===== src/rtl/mcif_pkg.sv =====
// Package of constants and types for the bank-four status information fields
package mcif_pkg;
  localparam int STAT_W = 64;
  localparam int CNT_LO = 32;
  localparam int FMT_LO = 40;
  localparam int SYN_LO = 44;
  localparam int SYNV_BIT = 52;
  localparam int THR_LO = 53;
  localparam int MSC_LO = 16;
  localparam int MISC_INFO_VALID_BIT = 59;
  localparam int UC_BIT = 61;
  localparam int VAL_BIT = 63;
  localparam logic [7:0] CNT_RST = 8'h00;
  localparam logic [7:0] CNT_MAX = 8'hff;
  localparam logic [15:0] L3_TYPE_CODE = 16'h010b;
  localparam logic [10:0] L3_FIXED = 11'h100;
  localparam logic [1:0] L3_RSVD = 2'h0;
  typedef enum logic [1:0] {
    MCIF_THR_NONE = 2'h0,
    MCIF_THR_GREEN = 2'h1,
    MCIF_THR_YELLOW = 2'h2
  } mcif_thr_t;
  typedef enum logic [2:0] {
    MCIF_L3_NONE = 3'h0,
    MCIF_L3_MULTI_CE = 3'h1,
    MCIF_L3_MULTI_UE = 3'h2,
    MCIF_L3_MULTI_HIT = 3'h3,
    MCIF_L3_NONE_ALT = 3'h4,
    MCIF_L3_ONE_CE = 3'h5,
    MCIF_L3_ONE_UE = 3'h6,
    MCIF_L3_MIXED = 3'h7
  } mcif_l3_t;
endpackage : mcif_pkg


===== src/rtl/mcif_l3_code.sv =====
// L3 way-status encoder producing the three-bit L3 error code
`timescale 1ns/10ps
`default_nettype none
module mcif_l3_code #(
  parameter int WAYS = 8
) (
  input wire logic [WAYS-1:0] ce_ways,
  input wire logic [WAYS-1:0] ue_ways,
  input wire logic [WAYS-1:0] hit_ways,
  output var mcif_pkg::mcif_l3_t code
);
  import mcif_pkg::*;

  initial begin
    if (WAYS < 2) $error("mcif_l3_code needs at least two ways");
  end

  // Classify each vector as none, one, or several
  function automatic logic [1:0] classify(input logic [WAYS-1:0] v);
    logic [1:0] r;
    r = 2'h0;
    if (v != '0) r = ((v & (v - 1'b1)) != '0) ? 2'h2 : 2'h1;
    return r;
  endfunction : classify

  wire logic [1:0] ce_cls = classify(ce_ways);
  wire logic [1:0] ue_cls = classify(ue_ways);
  wire logic [1:0] hit_cls = classify(hit_ways);

  // Priority: mixed, multi hit, ue, ce, none
  always_comb begin
    if (ce_cls != 2'h0 && ue_cls != 2'h0) code = MCIF_L3_MIXED;
    else if (hit_cls == 2'h2) code = MCIF_L3_MULTI_HIT;
    else if (ue_cls == 2'h2) code = MCIF_L3_MULTI_UE;
    else if (ue_cls == 2'h1) code = MCIF_L3_ONE_UE;
    else if (ce_cls == 2'h2) code = MCIF_L3_MULTI_CE;
    else if (ce_cls == 2'h1) code = MCIF_L3_ONE_CE;
    else code = MCIF_L3_NONE;
  end
endmodule : mcif_l3_code
`default_nettype wire


===== src/rtl/mcif_info_fields.sv =====
// Bank-four status word: shared information fields and L3 error code
`timescale 1ns/10ps
`default_nettype none
module mcif_info_fields #(
  parameter int WAYS = 8
) (
  input wire logic CLK,
  input wire logic RST_N,
  input wire logic WARM_RST_N,
  input wire logic LOG_EVT,
  input wire logic LOG_CORRECTED,
  input wire logic LOG_L3,
  input wire logic [15:0] LOG_OTHER_CODE,
  input wire logic [15:0] LOG_OTHER_MSC,
  input wire logic [WAYS-1:0] CE_WAYS,
  input wire logic [WAYS-1:0] UE_WAYS,
  input wire logic [WAYS-1:0] HIT_WAYS,
  input wire logic SYN_SUPPLIED,
  input wire logic [7:0] SYNDROME,
  input wire logic MISC_HAS_INFO,
  input wire logic [1:0] MISC_FMT,
  input wire logic THR_TRACKED,
  input wire logic THR_ABOVE,
  input wire logic CLR_VALID,
  output logic [mcif_pkg::STAT_W-1:0] BANK4_ERROR_STATUS
);
  import mcif_pkg::*;

  initial begin
    if (WAYS < 2 || WAYS > 64) $error("WAYS out of range");
  end

  // ****************************************
  // Registers and next values
  // ****************************************
  logic [7:0] cnt_r, cnt_nxt;
  logic [1:0] fmt_r, fmt_nxt;
  logic [7:0] syn_r, syn_nxt;
  logic synv_r, synv_nxt;
  logic [1:0] thr_r, thr_nxt;
  logic [15:0] msc_r, msc_nxt;
  logic [15:0] code_r, code_nxt;
  logic misc_info_valid_r, misc_info_valid_nxt;
  logic uc_r, uc_nxt;
  logic val_r, val_nxt;
  mcif_l3_t l3_code;

  // ****************************************
  // L3 code encoder
  // ****************************************
  mcif_l3_code #(.WAYS(WAYS)) u_l3 (
    .ce_ways(CE_WAYS),
    .ue_ways(UE_WAYS),
    .hit_ways(HIT_WAYS),
    .code(l3_code)
  );

  // Correctable event counter, saturating
  wire logic ce_evt = LOG_EVT && LOG_CORRECTED;
  assign cnt_nxt = (ce_evt && cnt_r != CNT_MAX) ? cnt_r + 8'h01 : cnt_r;

  // Syndrome capture on correctable ECC events
  wire logic syn_load = ce_evt && SYN_SUPPLIED;
  assign syn_nxt = syn_load ? SYNDROME : syn_r;
  assign synv_nxt = LOG_EVT ? syn_load : synv_r;

  // Threshold status; code 11 cannot arise
  wire logic [1:0] thr_evt = !THR_TRACKED ? MCIF_THR_NONE :
    (THR_ABOVE ? MCIF_THR_YELLOW : MCIF_THR_GREEN);
  assign thr_nxt = LOG_EVT ? thr_evt : thr_r;

  // Misc format and its valid flag
  assign fmt_nxt = LOG_EVT ? (MISC_HAS_INFO ? MISC_FMT : 2'h0) : fmt_r;
  assign misc_info_valid_nxt = LOG_EVT ? MISC_HAS_INFO : misc_info_valid_r;

  // Error type and model code; L3 uses the fixed layout
  assign msc_nxt = !LOG_EVT ? msc_r :
    LOG_L3 ? {L3_FIXED, L3_RSVD, l3_code} : LOG_OTHER_MSC;
  assign code_nxt = !LOG_EVT ? code_r :
    LOG_L3 ? L3_TYPE_CODE : LOG_OTHER_CODE;
  assign uc_nxt = LOG_EVT ? !LOG_CORRECTED : uc_r;
  // Logging wins over a software clear in the same cycle
  assign val_nxt = LOG_EVT ? 1'b1 : (CLR_VALID ? 1'b0 : val_r);

  // Counter cleared only by cold reset
  always_ff @(posedge CLK) begin
    if (!RST_N) cnt_r <= CNT_RST;
    else cnt_r <= cnt_nxt;
  end

  // Log fields, cleared by cold or warm reset
  always_ff @(posedge CLK) begin
    if (!RST_N || !WARM_RST_N) begin
      fmt_r <= 2'h0;
      syn_r <= 8'h00;
      synv_r <= 1'b0;
      thr_r <= 2'h0;
      msc_r <= 16'h0000;
      code_r <= 16'h0000;
      misc_info_valid_r <= 1'b0;
      uc_r <= 1'b0;
      val_r <= 1'b0;
    end else begin
      fmt_r <= fmt_nxt;
      syn_r <= syn_nxt;
      synv_r <= synv_nxt;
      thr_r <= thr_nxt;
      msc_r <= msc_nxt;
      code_r <= code_nxt;
      misc_info_valid_r <= misc_info_valid_nxt;
      uc_r <= uc_nxt;
      val_r <= val_nxt;
    end
  end

  // Status word assembly, reserved bits tied low
  always_comb begin
    BANK4_ERROR_STATUS = '0;
    BANK4_ERROR_STATUS[15:0] = code_r;
    BANK4_ERROR_STATUS[MSC_LO +: 16] = msc_r;
    BANK4_ERROR_STATUS[CNT_LO +: 8] = cnt_r;
    BANK4_ERROR_STATUS[FMT_LO +: 2] = fmt_r;
    BANK4_ERROR_STATUS[SYN_LO +: 8] = syn_r;
    BANK4_ERROR_STATUS[SYNV_BIT] = synv_r;
    BANK4_ERROR_STATUS[THR_LO +: 2] = thr_r;
    BANK4_ERROR_STATUS[MISC_INFO_VALID_BIT] = misc_info_valid_r;
    BANK4_ERROR_STATUS[UC_BIT] = uc_r;
    BANK4_ERROR_STATUS[VAL_BIT] = val_r;
  end

  // ****************************************
  // Field checks against the log inputs
  // ****************************************
  // L3 log and a lookup with at most one tag hit
  wire logic l3_log = LOG_EVT && WARM_RST_N && LOG_L3;
  wire logic hit_low = $onehot0(HIT_WAYS);
endmodule : mcif_info_fields
`default_nettype wire


===== config.mk =====
export PLATFORM = sky130hd
export DESIGN_NAME = mcif_info_fields
export DESIGN_NICKNAME = d
export VERILOG_FILES = /design/src/rtl/mcif_pkg.sv /design/src/rtl/mcif_l3_code.sv /design/src/rtl/mcif_info_fields.sv
export SDC_FILE = /design/constraint.sdc
export NUM_CORES = 1
export LEC_CHECK = 0
export BUFFER_PORTS_ARGS = -buffer_cell sky130_fd_sc_hd__buf_4
export CAP_MARGIN = 20
export CORE_MARGIN = 1.5
export CORE_UTILIZATION = 35
export DETAILED_ROUTE_END_ITERATION = 8
export GPL_ROUTABILITY_DRIVEN = 0
export HOLD_SLACK_MARGIN = 0.1
export PLACE_DENSITY_LB_ADDON = 0.08
export SYNTH_ARGS = -nofsm -noshare
export SYNTH_HDL_FRONTEND = slang
export SYNTH_SLANG_ARGS = --single-unit

===== constraint.sdc =====
create_clock -name CLK -period 4.25 [get_ports CLK]
set_input_delay 0.425 -clock CLK [delete_from_list [all_inputs] [get_ports CLK]]
set_output_delay 0.425 -clock CLK [all_outputs]
set_load 0.1 [all_outputs]

* Yosys cells after proc, flatten, opt, wreduce, memory -nomap -nowiden *
Cells that the tools add are included.

cells by class
  $add $sub $neg = 4
  multiply operators = 0
  div/mod/pow operators = 0
  $lt $le $gt $ge = 0
  eq/ne operators = 6
  shifts and indexed selects = 0
  multiplexer cells = 19
  bitwise operators = 3
  reductions and logical operators = 17

operators with widths
  operator                                                                number
  8-bit nonzero test                                                      6
  16-bit 2-to-1 mux                                                       2
  8-bit AND                                                               3
  8-bit by 1-bit subtractor with 8-bit output (second input constant)     3
  2-bit 2-to-1 mux                                                        9
  3-bit 2-to-1 mux                                                        6
  8-bit by 1-bit adder with 8-bit output (second input constant)          1
  8-bit != test (second input constant)                                   1
  2-bit equality test (second input constant)                             3
  2-bit nonzero test                                                      3
  2-bit by 1-bit equality test with 1-bit output (second input constant)  2
  1-bit logical AND                                                       4
  1-bit zero test                                                         3
  1-bit 2-to-1 mux                                                        2
  1-bit logical OR                                                        1

storage, ports and cells
  register bits after elaboration = 56
  latch bits = 0
  RAM bits = 0
  ROM bits = 0
  input port bits = 77
  output and inout port bits = 64
  logic and storage cells = 59
  memories kept = 0

* Longest topological paths before layout *
Gate-level depths: netlist (run 1).

  word-level depth = 13
  mapped depth = 9
  gate-level depth less buffers = 9

* Cells and area by module *
A second synthesis (run 1) with hierarchy kept.

unflattened totals
  cell total of the unflattened synthesis = 310
  area total of the unflattened synthesis = 2,616.3 µm²

by module, submodules not included
  module            times used  cells an instance  area each (µm²)
  mcif_info_fields  1           264                2,301.0
  mcif_l3_code      1           46                 315.3

* Worst setup path before layout (run 1) *
OpenSTA, ideal clock, no wires.

  path kind = flip-flop to flip-flop
  start = register cnt_r[0]
  end = register cnt_r[6]
  arrival time = 2.223 ns
  required time = 4.135 ns
  setup slack = 1.912 ns
  cell stages (with the launch flop) = 8
  buffers on the path = 0
  period minus slack after synthesis = 2.338 ns
  path through = dfxtp_1 -> ha_1 -> nand3_1 -> o211a_2 -> and3_1 -> nand4_1 -> xnor2_1 -> and2_1

between the ends
  cells in the longest elaborated chain, start to end = 2

RTL lines
  element                                                                                         line                    source
  start, declared                                                                                 mcif_info_fields.sv:36  logic [7:0] cnt_r, cnt_nxt;
  start signal, assigned                                                                          mcif_info_fields.sv:88  else cnt_r <= cnt_nxt;
  parallel branches: the longest is 2 deep, another holds 8-bit by 1-bit adder with 8-bit output  --

Several ways; the timed one is not identified.
A chain may end at the register's enable or synchronous reset.

* Final worst setup path (run 1) *
  start = input port CE_WAYS[0]
  end = register msc_r[0]

between the ends
  cells in the longest elaborated chain, start to end = 13

RTL lines
  element                                         line                     source
  start, declared                                 mcif_info_fields.sv:15   input wire logic [WAYS-1:0] CE_WAYS,
  8-bit by 1-bit subtractor with 8-bit output     mcif_l3_code.sv:22       if (v != '0) r = ((v & (v - 1'b1)) != '0) ? 2'h2 : 2'h1;
  8-bit AND                                       mcif_l3_code.sv:22
  8-bit nonzero test                              mcif_l3_code.sv:22
  2-bit 2-to-1 mux                                mcif_l3_code.sv:22
  2-bit 2-to-1 mux *                              mcif_l3_code.sv:22
  2-bit by 1-bit equality test with 1-bit output  mcif_l3_code.sv:37       else if (ce_cls == 2'h1) code = MCIF_L3_ONE_CE;
  3-bit 2-to-1 mux                                mcif_l3_code.sv:37
  3-bit 2-to-1 mux                                mcif_l3_code.sv:36       else if (ce_cls == 2'h2) code = MCIF_L3_MULTI_CE;
  3-bit 2-to-1 mux                                mcif_l3_code.sv:35       else if (ue_cls == 2'h1) code = MCIF_L3_ONE_UE;
  3-bit 2-to-1 mux                                mcif_l3_code.sv:34       else if (ue_cls == 2'h2) code = MCIF_L3_MULTI_UE;
  3-bit 2-to-1 mux                                mcif_l3_code.sv:33       else if (hit_cls == 2'h2) code = MCIF_L3_MULTI_HIT;
  3-bit 2-to-1 mux *                              mcif_l3_code.sv:32       if (ce_cls != 2'h0 && ue_cls != 2'h0) code = MCIF_L3_MIXED;
  16-bit 2-to-1 mux *                             mcif_info_fields.sv:78   LOG_L3 ? {L3_FIXED, L3_RSVD, l3_code} : LOG_OTHER_MSC;
  end signal, assigned                            mcif_info_fields.sv:108  msc_r <= msc_nxt;
  end, declared                                   mcif_info_fields.sv:41   logic [15:0] msc_r, msc_nxt;

Every way passes the cells marked *; elsewhere a longest branch is shown, timed or not.

==> reports/metrics.csv, run 1 <==
stage,metric,value,unit
run_status,status,finished clean,
floorplanning,core,0.00687,mm²
worst_setup_path,cp_data_arrival_time,2290,ps
drt,via_count,2435,
clock_network,clkSlewWorstSetupHoldPaths,100,ps
logic_synthesis,synth_edf_count,0,
logic_synthesis,syn_inst,302,
worst_setup_path,cp-end-kind,flip-flop,
clock_network,cts_setup_buffers,0,
drt,drt_pre_antenna_iters,4,
timing,timing.final.ws_setup,2100,ps
power,peakVddDrop,0.140,mV
finish,fill_cells,692,
worst_hold_path,hold_class,input port to flip-flop,
worst_setup_path,start_kind,input port,
floorplanning,die_h,88.0,µm
placement,io_buffers,132,
drt,drt_iter0_drc,62,
timing,fin_crit_sh,50.5,%
logic_synthesis,async_flop_share,0,%
timing,slew_headroom,32.9,%
logic_synthesis,postSynthAreaPerCell,8.36,µm²
finish,finalNetCount,500,
grt,antenna_found_initial,0,
timing,worstMarginPinSlew,1000,ps
finish,antenna_cells,0,
timing,fin_setup_tns,0,ps
clock_network,clock-sinks,56,
worst_setup_path,cp_data_required_time,4400,ps
power,leakagePower,1.55,nW
timing,fmax,466,MHz
logic_synthesis,yosysUniqueCellTypes,44,
logic_synthesis,syn-cell-area,0.00253,mm²
placement,dpl_worst_slack,1750,ps
logic_synthesis,synth_top_area_share,44.4,%
logic_synthesis,seq_area_frac_synth,44.4,%
drt,drt-vias-per-instance,4.70,
clock_network,cts_max_level,2,
drt,drt-total-wl,6470,µm
worst_setup_path,crit_type,input port to flip-flop,
drt,drc,0,
clock_network,hold_buffers,0,
timing,post-route-min-period,2150,ps
grt,grt_pass1_vias,2262,
grt,grt_overflow,0,
power,power.total,1.11,mW
logic_synthesis,yosysTopAreaCell,dfxtp_1,
floorplanning,rows,30,
drt,wl_per_cell,12.5,µm
clock_network,cts_root_buffer,clkbuf_8,
clock_network,clockBufferDepth,2,
floorplanning,initial_utilization,36.8,%
floorplanning,die-area,0.00774,mm²
grt,grt_pass1_wl,10400,µm
power,powerDensity,307,mW/mm²
grt,grt_usage,16.8,%
worst_setup_path,crit_fanout,4,
logic_synthesis,ys_seq_elements,56,
timing,hold_viol_final,0,
logic_synthesis,yosys_warnings,0,
finish,syn_to_final_growth,42.8,%
clock_network,cts_buffers,5,
flow_run,maxCapViolCount,0,
timing,fin_skew,1.66,ps
drt,ant_nets,0,
clock_network,cts_tree,yes,
floorplanning,io_pins,141,
logic_synthesis,synth_area_leaders,"dfxtp_1 44%, a21oi_1 8.1%, nor2b_1 6.7%, nor2_1 5.6%, nand2_1 3.9%",
placement,hpwl,4720,µm
finish,drive_above_1_share,35.1,%
clock_network,clock_latency,300,ps
timing,rsz0062_at_grt,no,
clock_network,cts_resized,0,
floorplanning,die_x,88.0,µm
grt,grt_max_degree,55,
timing,slew_violations,0,
logic_synthesis,ys.flop_type,dfxtp_1,
timing,setup_viol,0,
## report_power, final
group	total [mW]	internal (mW)	leakage, nW	switching, mW
combinational	0.272	0.0872	1.05	0.184
sequential	0.544	0.537	0.454	0.00697
clock	0.291	0.118	0.0456	0.173
total	1.11	0.742	1.55	0.365
## per-stage QoR
stage	utilization [%]	hold slack (ps)	instances	instance area, µm²
3_3_place_gp	51.3	445	510	3520
5_1_grt	52.5	297	518	3610
3_5_place_dp	51.3	451	510	3520
2_1_floorplan	-	451	309	2550
6_report	52.5	323	518	3610
4_1_cts	52.5	302	518	3610
## cell usage after synthesis, types with 6 or more instances
cell	number
and2_1	6
nand3_1	6
clkbuf_1	14
nand2_1	26
nor2_1	38
a21oi_1	41
dfxtp_1	56
o22ai_1	7
buf_4	12
nand2b_1	7
nor2b_1	27
## area by class of cell
cell class	instances	area, µm²	area share, %
inverter	3	11.3	0.312
tap	96	120	3.33
sequential	56	1120	31.1
timing repair buffer	132	991	27.5
clock buffer	6	72.6	2.01
clock inverter	2	13.8	0.381
multi-input combinational	223	1280	35.4
## worst max-delay path, stage by stage
cell and delay [ps]:
buf_4 120, nor4_2 300, nand2_1 100, maj3_1 370, a31o_2 240, ha_1 280, a2111oi_0 370, nor3_1 90
## placed cells by master (no fill, tap or decap), types with 3 or more instances in the layout
cell | synthesis | final
a21oi_1 | 41 | 41
nor2_1 | 38 | 38
clkbuf_8 | 0 | 5
or3_1 | 5 | 5
nor3_1 | 3 | 3
conb_1 | 1 | 8
nand4_1 | 3 | 3
inv_1 | 3 | 3
dfxtp_1 | 56 | 56
nand2_1 | 26 | 25
nand2b_1 | 7 | 7
xor2_1 | 3 | 3
nand3_1 | 6 | 6
xnor2_1 | 4 | 4
and2_1 | 6 | 6
o22ai_1 | 7 | 7
nor2b_1 | 27 | 26
buf_4 | 12 | 132
maj3_1 | 5 | 5
o21ai_0 | 5 | 5
## routing by layer
layer	vias up	track usage (%)	wire length, µm
met5	-	0	0
met4	0	4.18	33
met3	2	5.94	568
met2	84	28.1	2980
met1	1109	20.6	2890
li1	1240	-	-
## final timing paths
kind,endpoint,from,slack [ps],cells past startpoint
max,msc_r[0]$_SDFFE_PP0P_,CE_WAYS[0],2100,8
min,uc_r$_SDFFE_PP0P_,LOG_CORRECTED,320,2
max reg2reg,cnt_r[7]$_SDFFE_PN0P_,cnt_r[0]$_SDFFE_PN0P_,2590,6
min reg2reg,syn_r[0]$_SDFFE_PP0P_,syn_r[0]$_SDFFE_PP0P_,460,2
## flip-flops by register name, summed over array words and instances (netlist names)
signal / cells
fmt_r: 2
misc_info_valid_r: 1
cnt_r: 8
thr_r: 2
uc_r: 1
code_r: 16
syn_r: 8
synv_r: 1
val_r: 1
msc_r: 16
## kinds of logic (layout without fill, tap and decap cells)
kind of cell / after synthesis / in the layout / synth area share, %
buffers and inverters: 30 / 143 / 6.24
flip-flops: 56 / 56 / 44.4
AO/OA/AOI/OAI: 70 / 70 / 17.4
other: 1 / 8 / 0.148
multiplexers: 2 / 2 / 0.793
AND/OR/NAND/NOR: 129 / 129 / 25.7
XOR/XNOR: 7 / 7 / 2.43
adder cells (fa/ha/maj): 7 / 7 / 2.97
Note: power is estimated with default switching activity, not from simulation.
==> run 2, diff against run 1 <==
==> constraint.sdc (replaced) <==
create_clock -name CLK -period 1.9 [get_ports CLK]
set_input_delay 0.19 -clock CLK [delete_from_list [all_inputs] [get_ports CLK]]
set_output_delay 0.19 -clock CLK [all_outputs]
set_load 0.1 [all_outputs]
==> run 2 against run 1 <==
Worst setup slack got worse by 2000 ps. Total power is 130% higher. Combinational power rose by 140%. Clock skew decreased by 0.94 ps. Sequential share of layout area down 1.5 points. Routed wire length increased by 6.5%. Via count grew 2.5%. First-iteration DRC count increased by 35%. Sequential power is 120% higher. Clock power up 150%. Cell count grew 3.3%.
==> reports/metrics.csv, run 2 (synthesis gave the netlist of run 1 again) <==
stage,metric,value,unit,change
placement,io_buffers,132,,unchanged
grt,grt_max_degree,31,,-44%
worst_hold_path,worstHoldStart,LOG_OTHER_MSC[8],,
timing,fmax,554,MHz,
drt,drc,0,,unchanged
drt,dr.max_layer_used,met4,,
finish,finalNetCount,517,,+3.4%
clock_network,cts_setup_buffers,0,,unchanged
drt,drt-vias-per-instance,4.66,,-0.79%
drt,ant_nets,0,,unchanged
clock_network,cts_root_buffer,clkbuf_8,,
worst_setup_path,cpLargestDelayFamily,compound AO/OA/AOI/OAI gates,,
worst_setup_path,r2r_start,cnt_r[0]$_SDFFE_PN0P_,,
power,peakVddDrop,0.392,mV,+180%
drt,drt-total-wl,6890,µm,+6.5%
worst_setup_path,start_kind,input port,,
worst_setup_path,cp-end-kind,flip-flop,,
clock_network,cts_buffers,5,,unchanged
drt,drt_pre_antenna_iters,4,,unchanged
finish,drive_above_1_share,37.8,%,+2.7 points
grt,grt_pass1_wl,10600,µm,+1.9%
worst_setup_path,reg2regPathDepth,6,,unchanged
clock_network,cts_max_level,2,,unchanged
timing,fin_setup_tns,0,ps,unchanged
worst_hold_path,whs_endpoint,msc_r[8]$_SDFFE_PP0P_,,
finish,syn_to_final_growth,52.1,%,
placement,dpl.cell_count,518,,+1.6%
finish,final_common_cell,buf_4,,
worst_setup_path,slowest_stage,or3_1,,
worst_setup_path,slowest_delay,430,ps,+60 ps
floorplanning,die_h,88.0,µm,unchanged
floorplanning,initial_utilization,36.8,%,unchanged
timing,slew_headroom,65.8,%,+33 points
clock_network,clock_latency,300,ps,about the same
worst_hold_path,hold_class,input port to flip-flop,,
worst_setup_path,crit_top_cell,nor2_1,,
floorplanning,rows,30,,unchanged
grt,grt_pass1_vias,2340,,+3.4%
clock_network,clock-sinks,56,,unchanged
placement,hpwl,4950,µm,+5.0%
finish,final_cells,535,,+3.3%
grt,antenna_found_initial,0,,unchanged
drt,wl_per_cell,12.9,µm,+3.1%
grt,grt_usage,17.2,%,+0.40 points
flow_run,maxCapViolCount,0,,unchanged
grt,grt_overflow,0,,unchanged
worst_setup_path,cp_data_required_time,2080,ps,-2320 ps
timing,worstMarginPinSlew,512,ps,-490 ps
finish,reg_top3,"code_r (16), msc_r (16)",,
floorplanning,die-area,0.00774,mm²,unchanged
timing,setup_viol,0,,unchanged
drt,met3_length,675,µm,+19%
timing,hold_viol_final,0,,unchanged
worst_setup_path,crit_type,input port to flip-flop,,
worst_setup_path,cp_data_arrival_time,1990,ps,-300 ps
floorplanning,die_x,88.0,µm,unchanged
floorplanning,core,0.00687,mm²,unchanged
drt,drt-met1-wl,3060,µm,+6.0%
timing,fin_skew,0.717,ps,-0.938 ps
power,power.total,2.59,mW,+130%
worst_setup_path,crit_fanout,4,,unchanged
power,leakagePower,1.64,nW,+6.2%
run_status,status,finished clean,,
finish,antenna_cells,0,,unchanged
drt,drt_iter0_drc,84,,+35%
drt,met2_length,3110,µm,+4.2%
worst_setup_path,path_buf_inv,1,,unchanged
worst_hold_path,min_path_cells,3,,+1
clock_network,clockBufferDepth,2,,unchanged
timing,post-route-min-period,1810,ps,
finish,final_cell_mix,"139 x buf_4, 48 x dfxtp_1, 41 x a21oi_1, 38 x nor2_1, 26 x nor2b_1",,
timing,fin_crit_sh,95.1,%,
floorplanning,io_pins,141,,unchanged
clock_network,clkSlewWorstSetupHoldPaths,100,ps,about the same
timing,slew_violations,0,,unchanged
worst_setup_path,reg2reg_setup_slack,220,ps,-2370 ps
drt,via_count,2495,,+2.5%
worst_setup_path,r2r-end,cnt_r[5]$_SDFFE_PN0P_,,
power,powerDensity,673,mW/mm²,+120%
finish,fill_cells,683,,-1.3%
clock_network,cts_tree,yes,,
worst_setup_path,worstPathCellList,buf_4 > or3_1 > o21a_1 > o22a_1 > o32a_1 > nor2_1 > ha_4 > nor2_1 > a2111oi_4 > nor3_1,,
## run 2: changes by cell type in the layout (fill, tap and decap cells not counted), sizes merged
cell,delta
inv,-1
clkbuf,+1
dlygate4sd3,+9
buf,+8
## run 2: layer usage
metal  vias up  global-route usage [%]
met5         -                       0
met4         0                    4.18
met3         6                    6.31
met2        90                    27.0
met1      1122                    22.5
li1       1277                       -
## run 2: how the worst max path moves through the flow
stage                            end  startpoint  depth (start not counted)
5_1_grt        msc_r[0]$_SDFFE_PP0P_  CE_WAYS[5]                         10
2_1_floorplan  msc_r[0]$_SDFFE_PP0P_  CE_WAYS[0]                          7
3_3_place_gp   msc_r[0]$_SDFFE_PP0P_  CE_WAYS[0]                          8
3_5_place_dp   msc_r[0]$_SDFFE_PP0P_  CE_WAYS[0]                          8
4_1_cts        msc_r[0]$_SDFFE_PP0P_  CE_WAYS[0]                          8
6_report       msc_r[0]$_SDFFE_PP0P_  CE_WAYS[5]                         10
## run 2: worst min-delay path: stages
cell and delay (ps):
buf_4 70, a21oi_1 50, nor2_1 70
## run 2: cell type report
class                           instances  area (µm²)  share of cell area [%]
Clock buffer                            7        97.6                    2.54
Inverter                                3        11.3                   0.293
Sequential cell                        56        1140                    29.6
Timing Repair Buffer                  149        1150                    30.0
Tap cell                               96         120                    3.13
Multi-Input combinational cell        223        1320                    34.3
Clock inverter                          1        5.00                   0.130
## run 2: report_power, final
part           internal [mW]  leakage (nW)  switching, mW
clock                  0.339        0.0534          0.383
combinational          0.223          1.13          0.425
sequential              1.20         0.459         0.0164
## run 2: stage by stage
stage               utilization [%]  cell area (µm²)  setup WS (ps)  hold WS (ps)
floorplan                         -             2580           3.19           289
global placement               52.8             3620           -192           412
detailed placement             52.8             3620           -248           424
CTS                            55.4             3810           81.5           100
global route                   55.9             3840          -29.6           101
finish                         55.9             3840           93.5          99.1
## run 2: repair_timing
action | 4_1_cts | 5_1_grt
endpoints found under the hold margin | 8 | 1
hold buffers | 8 | 1
setup endpoints to repair | 0 | 1
resized for setup | 0 | 2
